<file path="src/rtl/tsa_pkg.sv">
// Purpose: Shared constants for the TDM time-slot assigner
// Assumes: AHB-Lite word registers at byte offsets below
// Notes:   Pin vector indices and register fields live here
package tsa_pkg;
  localparam int unsigned TSA_REG_W = 8;
  localparam int unsigned TSA_SLOT_W = 6;
  localparam int unsigned TSA_BOF_W = 3;
  localparam int unsigned TSA_POS_W = 9;
  localparam int unsigned TSA_NUM_PINS = 4;

  localparam logic [7:0] TSA_OFF_TX_SLOT = 8'h00;
  localparam logic [7:0] TSA_OFF_RX_SLOT = 8'h04;
  localparam logic [7:0] TSA_OFF_BIT_EDGE = 8'h08;
  localparam logic [7:0] TSA_OFF_TX_OFFSET = 8'h0C;
  localparam logic [7:0] TSA_OFF_MODE = 8'h10;
  localparam logic [7:0] TSA_OFF_STATUS = 8'h14;

  localparam logic [7:0] TSA_RST_TX_SLOT = 8'h00;
  localparam logic [7:0] TSA_RST_RX_SLOT = 8'h00;
  localparam logic [7:0] TSA_RST_BIT_EDGE = 8'h01;
  localparam logic [7:0] TSA_RST_TX_OFFSET = 8'h40;
  localparam logic [7:0] TSA_RST_MODE = 8'h00;

  localparam int unsigned TSA_SLOT_LSB = 0;
  localparam int unsigned TSA_TX_SECOND_EN = 6;
  localparam int unsigned TSA_TX_FIRST_EN = 7;
  localparam int unsigned TSA_CLK_HALVE = 6;
  localparam int unsigned TSA_RX_SEL = 7;
  localparam int unsigned TSA_RX_INV = 0;
  localparam int unsigned TSA_RBOF_LSB = 1;
  localparam int unsigned TSA_TX_INV = 4;
  localparam int unsigned TSA_TBOF_LSB = 5;
  localparam int unsigned TSA_TLSB = 6;
  localparam int unsigned TSA_TXD_INV = 7;
  localparam int unsigned TSA_HWY_EN = 0;
  localparam int unsigned TSA_P17_SEL = 1;
  localparam int unsigned TSA_P21_SEL = 2;

  localparam int unsigned TSA_PIN_FS = 0;
  localparam int unsigned TSA_PIN_TXCLK = 1;
  localparam int unsigned TSA_PIN_21 = 2;
  localparam int unsigned TSA_PIN_RXD = 3;

  localparam logic [2:0] TSA_BIT_FIRST = 3'h0;
  localparam logic [2:0] TSA_BIT_LAST = 3'h7;
  localparam logic [1:0] TSA_HTRANS_NONSEQ = 2'h2;
  localparam logic [5:0] TSA_STATUS_PAD = 6'h00;
endpackage

</file>
<file path="src/rtl/tsa_cfg_if.sv">
// Purpose: Carries register contents to the core and status back
// Assumes: Single clock domain
// Notes:   None
`timescale 1ns/1ps
interface tsa_cfg_if;
  logic [7:0] tx_slot_ctl;
  logic [7:0] rx_slot_ctl;
  logic [7:0] bit_edge_ctl;
  logic [7:0] tx_offset_ctl;
  logic [7:0] mode_ctl;
  logic [7:0] status;
  modport regs (output tx_slot_ctl, rx_slot_ctl, bit_edge_ctl, tx_offset_ctl, mode_ctl,
                input  status);
  modport core (input  tx_slot_ctl, rx_slot_ctl, bit_edge_ctl, tx_offset_ctl, mode_ctl,
                output status);
endinterface

</file>
<file path="src/rtl/tsa_top.sv">
// Purpose: TDM highway time-slot assigner, transmit and receive sides
// Assumes: Highway pins are asynchronous and much slower than i_mclk
// Notes:   Byte side talks to the framing engine on i_mclk
//
// Local design decisions: register access over AHB-Lite and the address map.
`timescale 1ns/1ps
module tsa_top
  import tsa_pkg::*;
(
  input  wire logic        i_mclk,
  input  wire logic        i_resetn,
  input  wire logic        i_hsel,
  input  wire logic [31:0] i_haddr,
  input  wire logic [1:0]  i_htrans,
  input  wire logic        i_hwrite,
  input  wire logic [2:0]  i_hsize,
  input  wire logic [31:0] i_hwdata,
  input  wire logic        i_hready,
  output logic [31:0]      o_hrdata,
  output logic             o_hreadyout,
  output logic             o_hresp,
  input  wire logic        i_frame_sync,
  input  wire logic        i_tx_bit_clock,
  input  wire logic        i_pin21,
  input  wire logic        i_rx_in_primary,
  output logic             o_tx_out_primary,
  output logic             o_tx_out_primary_oe,
  output logic             o_pin17,
  output logic             o_pin17_oe,
  input  wire logic [7:0]  i_tx_byte,
  output logic             o_tx_byte_taken,
  output logic [7:0]       o_rx_byte,
  output logic             o_rx_byte_valid
);
  tsa_cfg_if cfg ();

  tsa_regs u_regs (
    .i_mclk      (i_mclk),
    .i_resetn    (i_resetn),
    .i_hsel      (i_hsel),
    .i_haddr     (i_haddr),
    .i_htrans    (i_htrans),
    .i_hwrite    (i_hwrite),
    .i_hwdata    (i_hwdata),
    .i_hready    (i_hready),
    .o_hrdata    (o_hrdata),
    .o_hreadyout (o_hreadyout),
    .o_hresp     (o_hresp),
    .cfg         (cfg.regs)
  );

  // Control fields
  logic first_en, second_en, halve, rx_sel, rx_inv, tx_inv, tlsb, tx_data_invert, hwy, p17sel, p21sel;
  assign first_en  = cfg.tx_slot_ctl[TSA_TX_FIRST_EN];
  assign second_en = cfg.tx_slot_ctl[TSA_TX_SECOND_EN];
  assign halve     = cfg.rx_slot_ctl[TSA_CLK_HALVE];
  assign rx_sel    = cfg.rx_slot_ctl[TSA_RX_SEL];
  assign rx_inv    = cfg.bit_edge_ctl[TSA_RX_INV];
  assign tx_inv    = cfg.bit_edge_ctl[TSA_TX_INV];
  assign tlsb      = cfg.tx_offset_ctl[TSA_TLSB];
  assign tx_data_invert       = cfg.tx_offset_ctl[TSA_TXD_INV];
  assign hwy       = cfg.mode_ctl[TSA_HWY_EN];
  assign p17sel    = cfg.mode_ctl[TSA_P17_SEL];
  assign p21sel    = cfg.mode_ctl[TSA_P21_SEL];

  // Pin synchronisers, third stage only for edge detection
  logic [TSA_NUM_PINS-1:0] pins, s1_q, s2_q, s3_q;
  assign pins = {i_rx_in_primary, i_pin21, i_tx_bit_clock, i_frame_sync};
  genvar gi;
  generate
    for (gi = 0; gi < TSA_NUM_PINS; gi++) begin : g_sync
      always_ff @(posedge i_mclk) begin
        if (!i_resetn) begin
          s1_q[gi] <= 1'b0;
          s2_q[gi] <= 1'b0;
          s3_q[gi] <= 1'b0;
        end else begin
          s1_q[gi] <= pins[gi];
          s2_q[gi] <= s1_q[gi];
          s3_q[gi] <= s2_q[gi];
        end
      end
    end
  endgenerate

  function automatic logic edge_of(input logic now, input logic prev, input logic rising);
    edge_of = rising ? (now && !prev) : (!now && prev);
  endfunction

  function automatic logic pick_bit(input logic [7:0] b, input logic [2:0] idx,
                                    input logic lsb_first);
    pick_bit = lsb_first ? b[idx] : b[TSA_BIT_LAST - idx];
  endfunction

  logic fs_pulse, tx_edge_raw, rx_edge_raw, rx_clk_now, rx_clk_prev, tx_edge, rx_edge;
  logic lsb_first, rx_data;
  assign fs_pulse    = s2_q[TSA_PIN_FS] && !s3_q[TSA_PIN_FS];
  assign tx_edge_raw = edge_of(s2_q[TSA_PIN_TXCLK], s3_q[TSA_PIN_TXCLK], tx_inv);
  assign rx_clk_now  = p21sel ? s2_q[TSA_PIN_TXCLK] : s2_q[TSA_PIN_21];
  assign rx_clk_prev = p21sel ? s3_q[TSA_PIN_TXCLK] : s3_q[TSA_PIN_21];
  assign rx_edge_raw = edge_of(rx_clk_now, rx_clk_prev, rx_inv);
  assign lsb_first   = !hwy || tlsb;
  assign rx_data     = rx_sel ? s2_q[TSA_PIN_21] : s2_q[TSA_PIN_RXD];

  // Clock halving: every second edge after sync is dropped, starting with the second
  logic tx_half_q, tx_half_d, rx_half_q, rx_half_d;
  always_comb begin
    tx_half_d = fs_pulse ? 1'b0 : (tx_edge_raw ? !tx_half_q : tx_half_q);
    rx_half_d = fs_pulse ? 1'b0 : (rx_edge_raw ? !rx_half_q : rx_half_q);
  end
  always_ff @(posedge i_mclk) begin
    if (!i_resetn) begin
      tx_half_q <= 1'b0;
      rx_half_q <= 1'b0;
    end else begin
      tx_half_q <= tx_half_d;
      rx_half_q <= rx_half_d;
    end
  end
  assign tx_edge = tx_edge_raw && (!halve || !tx_half_q);
  assign rx_edge = rx_edge_raw && (!halve || !rx_half_q);

  logic       tx_hit, rx_hit;
  logic [2:0] tx_bit_idx, rx_bit_idx;

  tsa_slot_timer u_tx_timer (
    .i_mclk        (i_mclk),
    .i_resetn      (i_resetn),
    .i_frame_start (fs_pulse),
    .i_bit_edge    (tx_edge),
    .i_bit_offset  (cfg.bit_edge_ctl[TSA_TBOF_LSB +: TSA_BOF_W]),
    .i_slot_offset (cfg.tx_offset_ctl[TSA_SLOT_LSB +: TSA_SLOT_W]),
    .i_slot_number (cfg.tx_slot_ctl[TSA_SLOT_LSB +: TSA_SLOT_W]),
    .o_hit         (tx_hit),
    .o_bit_idx     (tx_bit_idx)
  );

  tsa_slot_timer u_rx_timer (
    .i_mclk        (i_mclk),
    .i_resetn      (i_resetn),
    .i_frame_start (fs_pulse),
    .i_bit_edge    (rx_edge),
    .i_bit_offset  (cfg.bit_edge_ctl[TSA_RBOF_LSB +: TSA_BOF_W]),
    .i_slot_offset (TSA_STATUS_PAD),
    .i_slot_number (cfg.rx_slot_ctl[TSA_SLOT_LSB +: TSA_SLOT_W]),
    .o_hit         (rx_hit),
    .o_bit_idx     (rx_bit_idx)
  );

  // Transmit path
  logic [7:0] tx_byte_q, tx_byte_d, cur_byte;
  logic       taken_q, taken_d, prim_q, prim_d, prim_oe_q, prim_oe_d;
  logic       p17_q, p17_d, p17_oe_q, p17_oe_d, tx_slot_q, tx_slot_d, tx_bit_raw;
  assign cur_byte   = (tx_bit_idx == TSA_BIT_FIRST) ? i_tx_byte : tx_byte_q;
  assign tx_bit_raw = pick_bit(cur_byte, tx_bit_idx, lsb_first);
  always_comb begin
    tx_byte_d = tx_byte_q;
    taken_d   = 1'b0;
    prim_d    = prim_q;
    prim_oe_d = prim_oe_q;
    p17_d     = p17_q;
    p17_oe_d  = p17sel ? 1'b1 : p17_oe_q;
    tx_slot_d = tx_slot_q;
    if (tx_edge) begin
      tx_slot_d = tx_hit;
      prim_oe_d = tx_hit && first_en;
      p17_oe_d  = p17sel || (tx_hit && second_en);
      p17_d     = p17sel ? tx_hit : (tx_bit_raw ^ tx_data_invert);
      if (tx_hit) begin
        tx_byte_d = cur_byte;
        taken_d   = (tx_bit_idx == TSA_BIT_FIRST);
        prim_d    = tx_bit_raw ^ tx_data_invert;
      end
    end
    if (p17sel && !hwy) begin
      p17_d = 1'b0;
    end
  end
  always_ff @(posedge i_mclk) begin
    if (!i_resetn) begin
      tx_byte_q <= 8'h00;
      taken_q   <= 1'b0;
      prim_q    <= 1'b0;
      prim_oe_q <= 1'b0;
      p17_q     <= 1'b0;
      p17_oe_q  <= 1'b0;
      tx_slot_q <= 1'b0;
    end else begin
      tx_byte_q <= tx_byte_d;
      taken_q   <= taken_d;
      prim_q    <= prim_d;
      prim_oe_q <= prim_oe_d;
      p17_q     <= p17_d;
      p17_oe_q  <= p17_oe_d;
      tx_slot_q <= tx_slot_d;
    end
  end

  // Receive path
  logic [7:0] rx_sr_q, rx_sr_d, rx_byte_q, rx_byte_d, rx_next;
  logic       rx_valid_q, rx_valid_d, rx_slot_q, rx_slot_d;
  assign rx_next = lsb_first ? {rx_data, rx_sr_q[7:1]} : {rx_sr_q[6:0], rx_data};
  always_comb begin
    rx_sr_d    = rx_sr_q;
    rx_byte_d  = rx_byte_q;
    rx_valid_d = 1'b0;
    rx_slot_d  = rx_edge ? rx_hit : rx_slot_q;
    if (rx_hit) begin
      rx_sr_d = rx_next;
      if (rx_bit_idx == TSA_BIT_LAST) begin
        rx_byte_d  = rx_next;
        rx_valid_d = 1'b1;
      end
    end
  end
  always_ff @(posedge i_mclk) begin
    if (!i_resetn) begin
      rx_sr_q    <= 8'h00;
      rx_byte_q  <= 8'h00;
      rx_valid_q <= 1'b0;
      rx_slot_q  <= 1'b0;
    end else begin
      rx_sr_q    <= rx_sr_d;
      rx_byte_q  <= rx_byte_d;
      rx_valid_q <= rx_valid_d;
      rx_slot_q  <= rx_slot_d;
    end
  end

  assign cfg.status          = {TSA_STATUS_PAD, rx_slot_q, tx_slot_q};
  assign o_tx_out_primary    = prim_q;
  assign o_tx_out_primary_oe = prim_oe_q;
  assign o_pin17             = p17_q;
  assign o_pin17_oe          = p17_oe_q;
  assign o_tx_byte_taken     = taken_q;
  assign o_rx_byte           = rx_byte_q;
  assign o_rx_byte_valid     = rx_valid_q;
endmodule

</file>
<file path="src/rtl/tsa_slot_timer.sv">
// Purpose: Bit and slot position counter for one direction
// Assumes: Edge and frame pulses are one cycle, same clock
// Notes:   Silent until the first frame pulse
`timescale 1ns/1ps
module tsa_slot_timer
  import tsa_pkg::*;
(
  input  wire logic                  i_mclk,
  input  wire logic                  i_resetn,
  input  wire logic                  i_frame_start,
  input  wire logic                  i_bit_edge,
  input  wire logic [TSA_BOF_W-1:0]  i_bit_offset,
  input  wire logic [TSA_SLOT_W-1:0] i_slot_offset,
  input  wire logic [TSA_SLOT_W-1:0] i_slot_number,
  output logic                       o_hit,
  output logic [TSA_BOF_W-1:0]       o_bit_idx
);
  logic [TSA_BOF_W-1:0]  skip_q, skip_d;
  logic [TSA_POS_W-1:0]  pos_q, pos_d;
  logic                  run_q, run_d;
  logic [TSA_SLOT_W-1:0] vslot;

  always_comb begin
    skip_d = skip_q;
    pos_d  = pos_q;
    run_d  = run_q;
    if (i_frame_start) begin
      skip_d = i_bit_offset;
      pos_d  = '0;
      run_d  = 1'b1;
    end else if (i_bit_edge && run_q) begin
      if (skip_q != '0) begin
        skip_d = skip_q - 1'b1;
      end else begin
        pos_d = pos_q + 1'b1;
      end
    end
  end

  always_ff @(posedge i_mclk) begin
    if (!i_resetn) begin
      skip_q <= '0;
      pos_q  <= '0;
      run_q  <= 1'b0;
    end else begin
      skip_q <= skip_d;
      pos_q  <= pos_d;
      run_q  <= run_d;
    end
  end

  // Virtual slot number counted from the programmed offset
  assign vslot = pos_q[TSA_POS_W-1:TSA_BOF_W] - i_slot_offset;
  assign o_hit = run_q && i_bit_edge && !i_frame_start && (skip_q == '0)
                 && (vslot == i_slot_number);
  assign o_bit_idx = pos_q[TSA_BOF_W-1:0];
endmodule

</file>
<file path="src/rtl/tsa_regs.sv">
// Purpose: AHB-Lite slave holding the slot assigner registers
// Assumes: Single word transfers, zero wait states
// Notes:   Unmapped reads return zero, writes ignored
`timescale 1ns/1ps
module tsa_regs
  import tsa_pkg::*;
(
  input  wire logic        i_mclk,
  input  wire logic        i_resetn,
  input  wire logic        i_hsel,
  input  wire logic [31:0] i_haddr,
  input  wire logic [1:0]  i_htrans,
  input  wire logic        i_hwrite,
  input  wire logic [31:0] i_hwdata,
  input  wire logic        i_hready,
  output logic [31:0]      o_hrdata,
  output logic             o_hreadyout,
  output logic             o_hresp,
  tsa_cfg_if.regs          cfg
);
  logic [7:0]  tx_slot_q, tx_slot_d, rx_slot_q, rx_slot_d;
  logic [7:0]  bit_edge_q, bit_edge_d, tx_off_q, tx_off_d, mode_q, mode_d;
  logic        wr_q, wr_d;
  logic [7:0]  wa_q, wa_d;
  logic [31:0] rdata_q, rdata_d;
  logic        take;

  assign take = i_hsel && i_htrans[1] && i_hready;

  always_comb begin
    tx_slot_d  = tx_slot_q;
    rx_slot_d  = rx_slot_q;
    bit_edge_d = bit_edge_q;
    tx_off_d   = tx_off_q;
    mode_d     = mode_q;
    wr_d       = take && i_hwrite;
    wa_d       = take ? i_haddr[7:0] : wa_q;
    rdata_d    = rdata_q;
    if (wr_q) begin
      case (wa_q)
        TSA_OFF_TX_SLOT:   tx_slot_d  = i_hwdata[7:0];
        TSA_OFF_RX_SLOT:   rx_slot_d  = i_hwdata[7:0];
        TSA_OFF_BIT_EDGE:  bit_edge_d = i_hwdata[7:0];
        TSA_OFF_TX_OFFSET: tx_off_d   = i_hwdata[7:0];
        TSA_OFF_MODE:      mode_d     = i_hwdata[7:0];
        default:           mode_d     = mode_q;
      endcase
    end
    if (take && !i_hwrite) begin
      case (i_haddr[7:0])
        TSA_OFF_TX_SLOT:   rdata_d = {24'h000000, tx_slot_q};
        TSA_OFF_RX_SLOT:   rdata_d = {24'h000000, rx_slot_q};
        TSA_OFF_BIT_EDGE:  rdata_d = {24'h000000, bit_edge_q};
        TSA_OFF_TX_OFFSET: rdata_d = {24'h000000, tx_off_q};
        TSA_OFF_MODE:      rdata_d = {24'h000000, mode_q};
        TSA_OFF_STATUS:    rdata_d = {24'h000000, cfg.status};
        default:           rdata_d = 32'h00000000;
      endcase
    end
  end

  always_ff @(posedge i_mclk) begin
    if (!i_resetn) begin
      tx_slot_q  <= TSA_RST_TX_SLOT;
      rx_slot_q  <= TSA_RST_RX_SLOT;
      bit_edge_q <= TSA_RST_BIT_EDGE;
      tx_off_q   <= TSA_RST_TX_OFFSET;
      mode_q     <= TSA_RST_MODE;
      wr_q       <= 1'b0;
      wa_q       <= 8'h00;
      rdata_q    <= 32'h00000000;
    end else begin
      tx_slot_q  <= tx_slot_d;
      rx_slot_q  <= rx_slot_d;
      bit_edge_q <= bit_edge_d;
      tx_off_q   <= tx_off_d;
      mode_q     <= mode_d;
      wr_q       <= wr_d;
      wa_q       <= wa_d;
      rdata_q    <= rdata_d;
    end
  end

  always_ff @(posedge i_mclk) begin
    if (!i_resetn) begin
      o_hreadyout <= 1'b0;
      o_hresp     <= 1'b0;
    end else begin
      o_hreadyout <= 1'b1;
      o_hresp     <= 1'b0;
    end
  end

  assign o_hrdata          = rdata_q;
  assign cfg.tx_slot_ctl   = tx_slot_q;
  assign cfg.rx_slot_ctl   = rx_slot_q;
  assign cfg.bit_edge_ctl  = bit_edge_q;
  assign cfg.tx_offset_ctl = tx_off_q;
  assign cfg.mode_ctl      = mode_q;
endmodule

</file>
<file path="config.mk">
export PLATFORM = sky130hd
export DESIGN_NAME = tsa_top
export DESIGN_NICKNAME = d
export VERILOG_FILES = /design/src/rtl/tsa_pkg.sv /design/src/rtl/tsa_cfg_if.sv /design/src/rtl/tsa_top.sv /design/src/rtl/tsa_slot_timer.sv /design/src/rtl/tsa_regs.sv
export SDC_FILE = /design/constraint.sdc
export NUM_CORES = 1
export LEC_CHECK = 0
export BUFFER_PORTS_ARGS = -buffer_cell sky130_fd_sc_hd__buf_2
export CAP_MARGIN = 0
export CORE_UTILIZATION = 60
export CTS_BUF_LIST = sky130_fd_sc_hd__clkbuf_4
export DETAILED_ROUTE_END_ITERATION = 10
export MAX_ROUTING_LAYER = met4
export PLACE_DENSITY_LB_ADDON = 0.12
export SLEW_MARGIN = 20
export SYNTH_ARGS = -nofsm -noshare
export SYNTH_HDL_FRONTEND = slang
export SYNTH_HIERARCHICAL = 1
export SYNTH_SLANG_ARGS = --single-unit
</file>
<file path="constraint.sdc">
create_clock -name i_mclk -period 5.3 [get_ports i_mclk]
set_clock_uncertainty 0.05 [all_clocks]
set_input_delay 0.53 -clock i_mclk [delete_from_list [all_inputs] [get_ports i_mclk]]
set_output_delay 0.53 -clock i_mclk [all_outputs]
set_load 0.005 [all_outputs]
</file>
=== Word-level counts from Yosys, hierarchy flattened ===
Index checks and enable logic that the tools add are counted.

* Bits in registers: 152
* Logic and storage cells: 150

* Add/subtract/negate cells: 6
* $lt $le $gt $ge: 2
* Eq/ne operators: 12
* Muxes and demuxes: 24
* Bitwise operators: 4
* Reductions and logical operators: 64

{| class="wikitable"
|+ Operator list
! cell !! number
|-
| $pmux W8 S6 || 1
|-
| $eq A8 B4 Y1 const B || 4
|-
| $eq A8 B5 Y1 const B || 3
|-
| $reduce_and A2 Y1 || 12
|-
| $logic_and A1 B1 Y1 || 22
|-
| $add A9 B1 Y9 const B || 2
|-
| $mux W3 || 6
|-
| $eq A8 B3 Y1 const B || 2
|-
| $logic_not A8 Y1 || 2
|-
| $mux W8 || 2
|-
| $mux W1 || 13
|-
| $eq A6 B6 Y1 || 2
|-
| $logic_not A1 Y1 || 11
|-
| $reduce_bool A2 Y1 || 5
|-
| $logic_not A3 Y1 || 3
|-
| $lt A3 B4 Y1 const B || 2
|-
| $bmux W1 S3 || 2
|-
| $reduce_bool A3 Y1 || 2
|-
| $sub A3 B1 Y3 const B || 2
|-
| $sub A6 B6 Y6 || 1
|-
| $logic_or A1 B1 Y1 || 4
|-
| $reduce_or A2 Y1 || 2
|-
| $eq A3 B3 Y1 const B || 1
|-
| $not A1 Y1 || 3
|-
| other kinds (3) || 3
|}

=== Depth between registers and ports, before layout ===
* Depth in word-level cells: 11
* Depth in mapped cells: 12

=== Hierarchy ===
The synthesis kept the hierarchy.

{| class="wikitable"
|+ By module, submodules not included
! module !! times used !! cells each !! area an instance (um2)
|-
| tsa_regs || 1 || 283 || 2781.4
|-
| tsa_top || 1 || 185 || 1880.6
|-
| tsa_slot_timer at u_rx_timer || 1 || 108 || 919.6
|-
| tsa_slot_timer at u_tx_timer || 1 || 110 || 910.9
|}

=== Worst setup path after synthesis ===
OpenSTA, ideal clock, no wires.

* Kind: register -> register
* From: reg u_tx_timer.pos_q[3]
* To: reg tx_byte_q[0]
* Library setup time: 0.128 ns
* Data arrival time: 2.954 ns
* Setup slack: 2.168 ns
* Stages on the path, launching flop included: 13
* Path buffers: 1
* Cell sequence: dfxtp_1 inv_2 ha_1 fa_1 nand3b_1 nand3_1 or4b_4 nor4_2 o211ai_4 or4_1 buf_6 mux2i_1 nor2_1

* Longest elaborated chain between the ends: 4

{| class="wikitable"
|+ Ends and longest elaborated chain
! what !! RTL line !! RTL
|-
| start, declared || tsa_slot_timer.sv:19 || <nowiki>logic [TSA_POS_W-1:0] pos_q, pos_d;</nowiki>
|-
| start signal, assigned || tsa_slot_timer.sv:47 || <nowiki>pos_q <= pos_d;</nowiki>
|-
| $sub A6 B6 Y6 || tsa_slot_timer.sv:53 || <nowiki>assign vslot = pos_q[TSA_POS_W-1:TSA_BOF_W] - i_slot_offset;</nowiki>
|-
| $eq A6 B6 Y1 || tsa_slot_timer.sv:55 || <nowiki>&& (vslot == i_slot_number);</nowiki>
|-
| $logic_and A1 B1 Y1 || tsa_slot_timer.sv:55 ||
|-
| net tx_hit || tsa_top.sv:123 || <nowiki>logic tx_hit, rx_hit;</nowiki>
|-
| $reduce_and A2 Y1 (no source line) || - ||
|-
| end signal, assigned || tsa_top.sv:189 || <nowiki>tx_byte_q <= tx_byte_d;</nowiki>
|-
| end, declared || tsa_top.sv:151 || <nowiki>logic [7:0] tx_byte_q, tx_byte_d, cur_byte;</nowiki>
|}

The timed path passes the listed nets, and every way through them passes these cells.
A chain may end at the register's enable or synchronous reset.

=== Worst setup path after layout ===
* From: reg u_tx_timer.pos_q[3]
* To: reg tx_byte_q[5]

Same word-level chain as after synthesis.

==> run metrics <==
outcome=finished clean; Port Buffer Count=56; first drt pass iteration count=6; critical path data arrival time=~4.3 ns; drt initial violations=~230; Yosys top cell by area=dfxtp_1; Core ar.=~10000 um^2; Clk Tree Root Cell=clkbuf_4; Final setup viols=0; GP Congestion=around 0.8; Synth Flop Type=dfxtp_1; Tmin final=a little under 4 ns; gr ovfl total=0; Synth area leaders=dfxtp_1 40%, mux2i_1 8.2%, nand2_1 4.0%; ratio of cells with drive above 1 in the final layout=0.172; Distinct cells, synth=67; Mapped Area=between 6000 and 7000 um^2; crit start category=flip-flop; design area=between 6000 and 7000 um^2; Critical-path top delay cell=or4_1; CTS Hold Bufs=0; top cell type's share of synthesized area=0.398; Final WS setup=1.36 ns; Slowest Stage Delay on Critical Path=slightly above 0.7 ns; #FFs+latches synth=~130; register area share after synthesis=0.398; R2R Setup Slk=1.36 ns; most frequent cells in the layout=129 x dfxtp_1, 70 x nand2_1, 56 x nor2_1, 56 x buf_2, 53 x mux2i_1; RSZ-0062 raised after global routing=false; Worst EP required=about 5.7 ns; Max-Cap Viols=0; Worst slew margin=0.341; Worst Setup End Kind=flip-flop; ANT nets after route=0; CTS max path bufs=2; commonest non-fill, non-tap cell in the layout=dfxtp_1; Via Count=slightly below 5000; drt total wl=between 10000 and 15000 um; Detail Placement HPWL=about 10000 um; Non-Filler Instances=just under 900; worst vdd ir=around 0.17 mV; CTS Buf Count=17; vias in the first global route=~4600; pin count of the biggest net entering global routing=39; Sink Count=129; dpl cell area=between 6000 and 7000 um^2; Slew Viols, Final=0; CTS H-tree lvls=4; # IOs=roughly 130; placed insts=856; initial antenna violation count=0; Layout area overhead=7.77%; Pwr per Cell Area=about 260 nW/um^2; num rows=37; Final nets=~840; Clock Latency Late Sink=between 0.5 and 0.6 ns; Least-Margin Pin Slew=slightly below 1 ns; initial core utilization=0.623; synthesized instance count=approximately 700; asr flop ratio synth=0; antenna cells=0; WL/cell=roughly 15 um; post-route clock period utilization=0.743; CP max FO=9; Post-CTS Resized=0; Setup Buffers After CTS=0; vias per std cell=~5.6; Final Hold Viols=0; die area=~11000 um^2; Leak=~2.8 nW; first-pass GRT wire length=22400 um; chip height=106 um; Syn. warnings=6; EDFF count, synth=0; Fmax=around 0.25 GHz; hold crit path type=in -> reg; Setup WS pre-CTS=1.46 ns; Reg clk slew, reported paths=0.13 ns; overall global routing resource usage=0.264; CP cell instances=inv_2, ha_1, fa_1, nand3b_1, nand3_1, or4b_4, nor4_2, o211ai_4, or4_1, mux2i_1, nor2_1; Die X=around 110 um; setup TNS=0 ns; Avg Inst Size Synth=around 9.5 um^2; crit path kind=reg -> reg; CTS tree=done; Residual DRC=0
[flip-flops by register name (all words and copies together), names as in the netlist, 4 cells and up]
register,flops
u_regs/cfg.tx_offset_ctl,8
u_rx_timer/pos_q,9
u_regs/cfg.bit_edge_ctl,8
u_regs/cfg.mode_ctl,8
u_regs/cfg.rx_slot_ctl,8
s1_q,4
u_regs/o_hrdata,8
u_tx_timer/pos_q,9
tx_byte_q,8
u_regs/cfg.tx_slot_ctl,8
u_regs/wa_q,8
o_rx_byte,8
rx_sr_q,8
s2_q,4
[logic make-up after synthesis]
group           Yosys count  synth area share
other cells               2           0.00116
flops                   129             0.398
buf+inv                  83            0.0744
fa+ha+maj                18            0.0370
xor+xnor                 34            0.0459
compound gates           97             0.102
simple gates            257             0.214
mux                      66             0.128
[synthesized netlist by cell type, types with 3 or more instances]
cell type  number
buf_6           4
buf_4          32
a211oi_1       16
nand2b_1        7
nand4b_1        5
xnor2_1        23
a21oi_1        22
nand2_1        70
o21ai_2         7
o21ai_1         3
xor2_1         11
ha_1           16
nor2_1         56
mux2i_1        53
nor2b_1        19
nand3_1        21
nand4_1        10
a31o_2          3
nand3_2         3
o211ai_1        6
o21ai_0        16
buf_2           4
clkbuf_1       17
a21boi_0       10
nor3_1          6
or3_1           7
nand3b_1        4
and2_1         13
dfxtp_1       129
mux4_2         11
and3_1         10
nor3b_1         3
inv_1          22
[final cells by class]
cell class / instances / area (um^2)
fill: 851 / 3420
sequential: 129 / 2580
inverter: 23 / 86.3
timing repair buffer: 58 / 295
clock buffer: 18 / 135
clock inverter: 14 / 165
multi-input combinational: 510 / 3560
tap: 136 / 170
[worst paths after layout]
path	cells past startpoint	startpoint	end
setup reg to reg	11	u_tx_timer/pos_q[3]	tx_byte_q[5]
hold reg to reg	1	s1_q[1]	s2_q[1]
setup / recovery	11	u_tx_timer/pos_q[3]	tx_byte_q[5]
hold / removal	2	i_tx_bit_clock	s1_q[1]
[where the power goes]
part,internal (mW),switching (mW)
Combinational,0.0428,0.0648
Sequential,0.979,0.00778
Clock,0.330,0.375
[per-layer routing]
metal | vias up | global-route usage | wire [um]
met4 | 0 | 0.0913 | 220
met3 | 26 | 0.0619 | 722
met2 | 137 | 0.440 | 6690
met5 | - | - | 0
met1 | 2352 | 0.314 | 6050
li1 | 2449 | - | -
[per-stage QoR]
stage                     power (mW)  utilization  hold slack, ns
final                           1.80        0.672           0.149
after global placement          1.11        0.643           0.368
after CTS                       1.81        0.672           0.107
after global routing            1.86        0.672           0.125
after floorplan                 1.10            -           0.362
after detailed placement        1.12        0.643           0.374
[worst max-delay path: cells and delay by family, from the launching register on]
kind / cells / cell delay, ns
muxes: 1 / 0.26
adders and majority gates: 2 / 0.62
AOI/OAI and AO/OA: 1 / 0.20
DFF: 1 / 0.45
and+or+nand+nor: 6 / 2.11
buffers and inverters: 1 / 0.08
(Power assumes the default switching activity.)
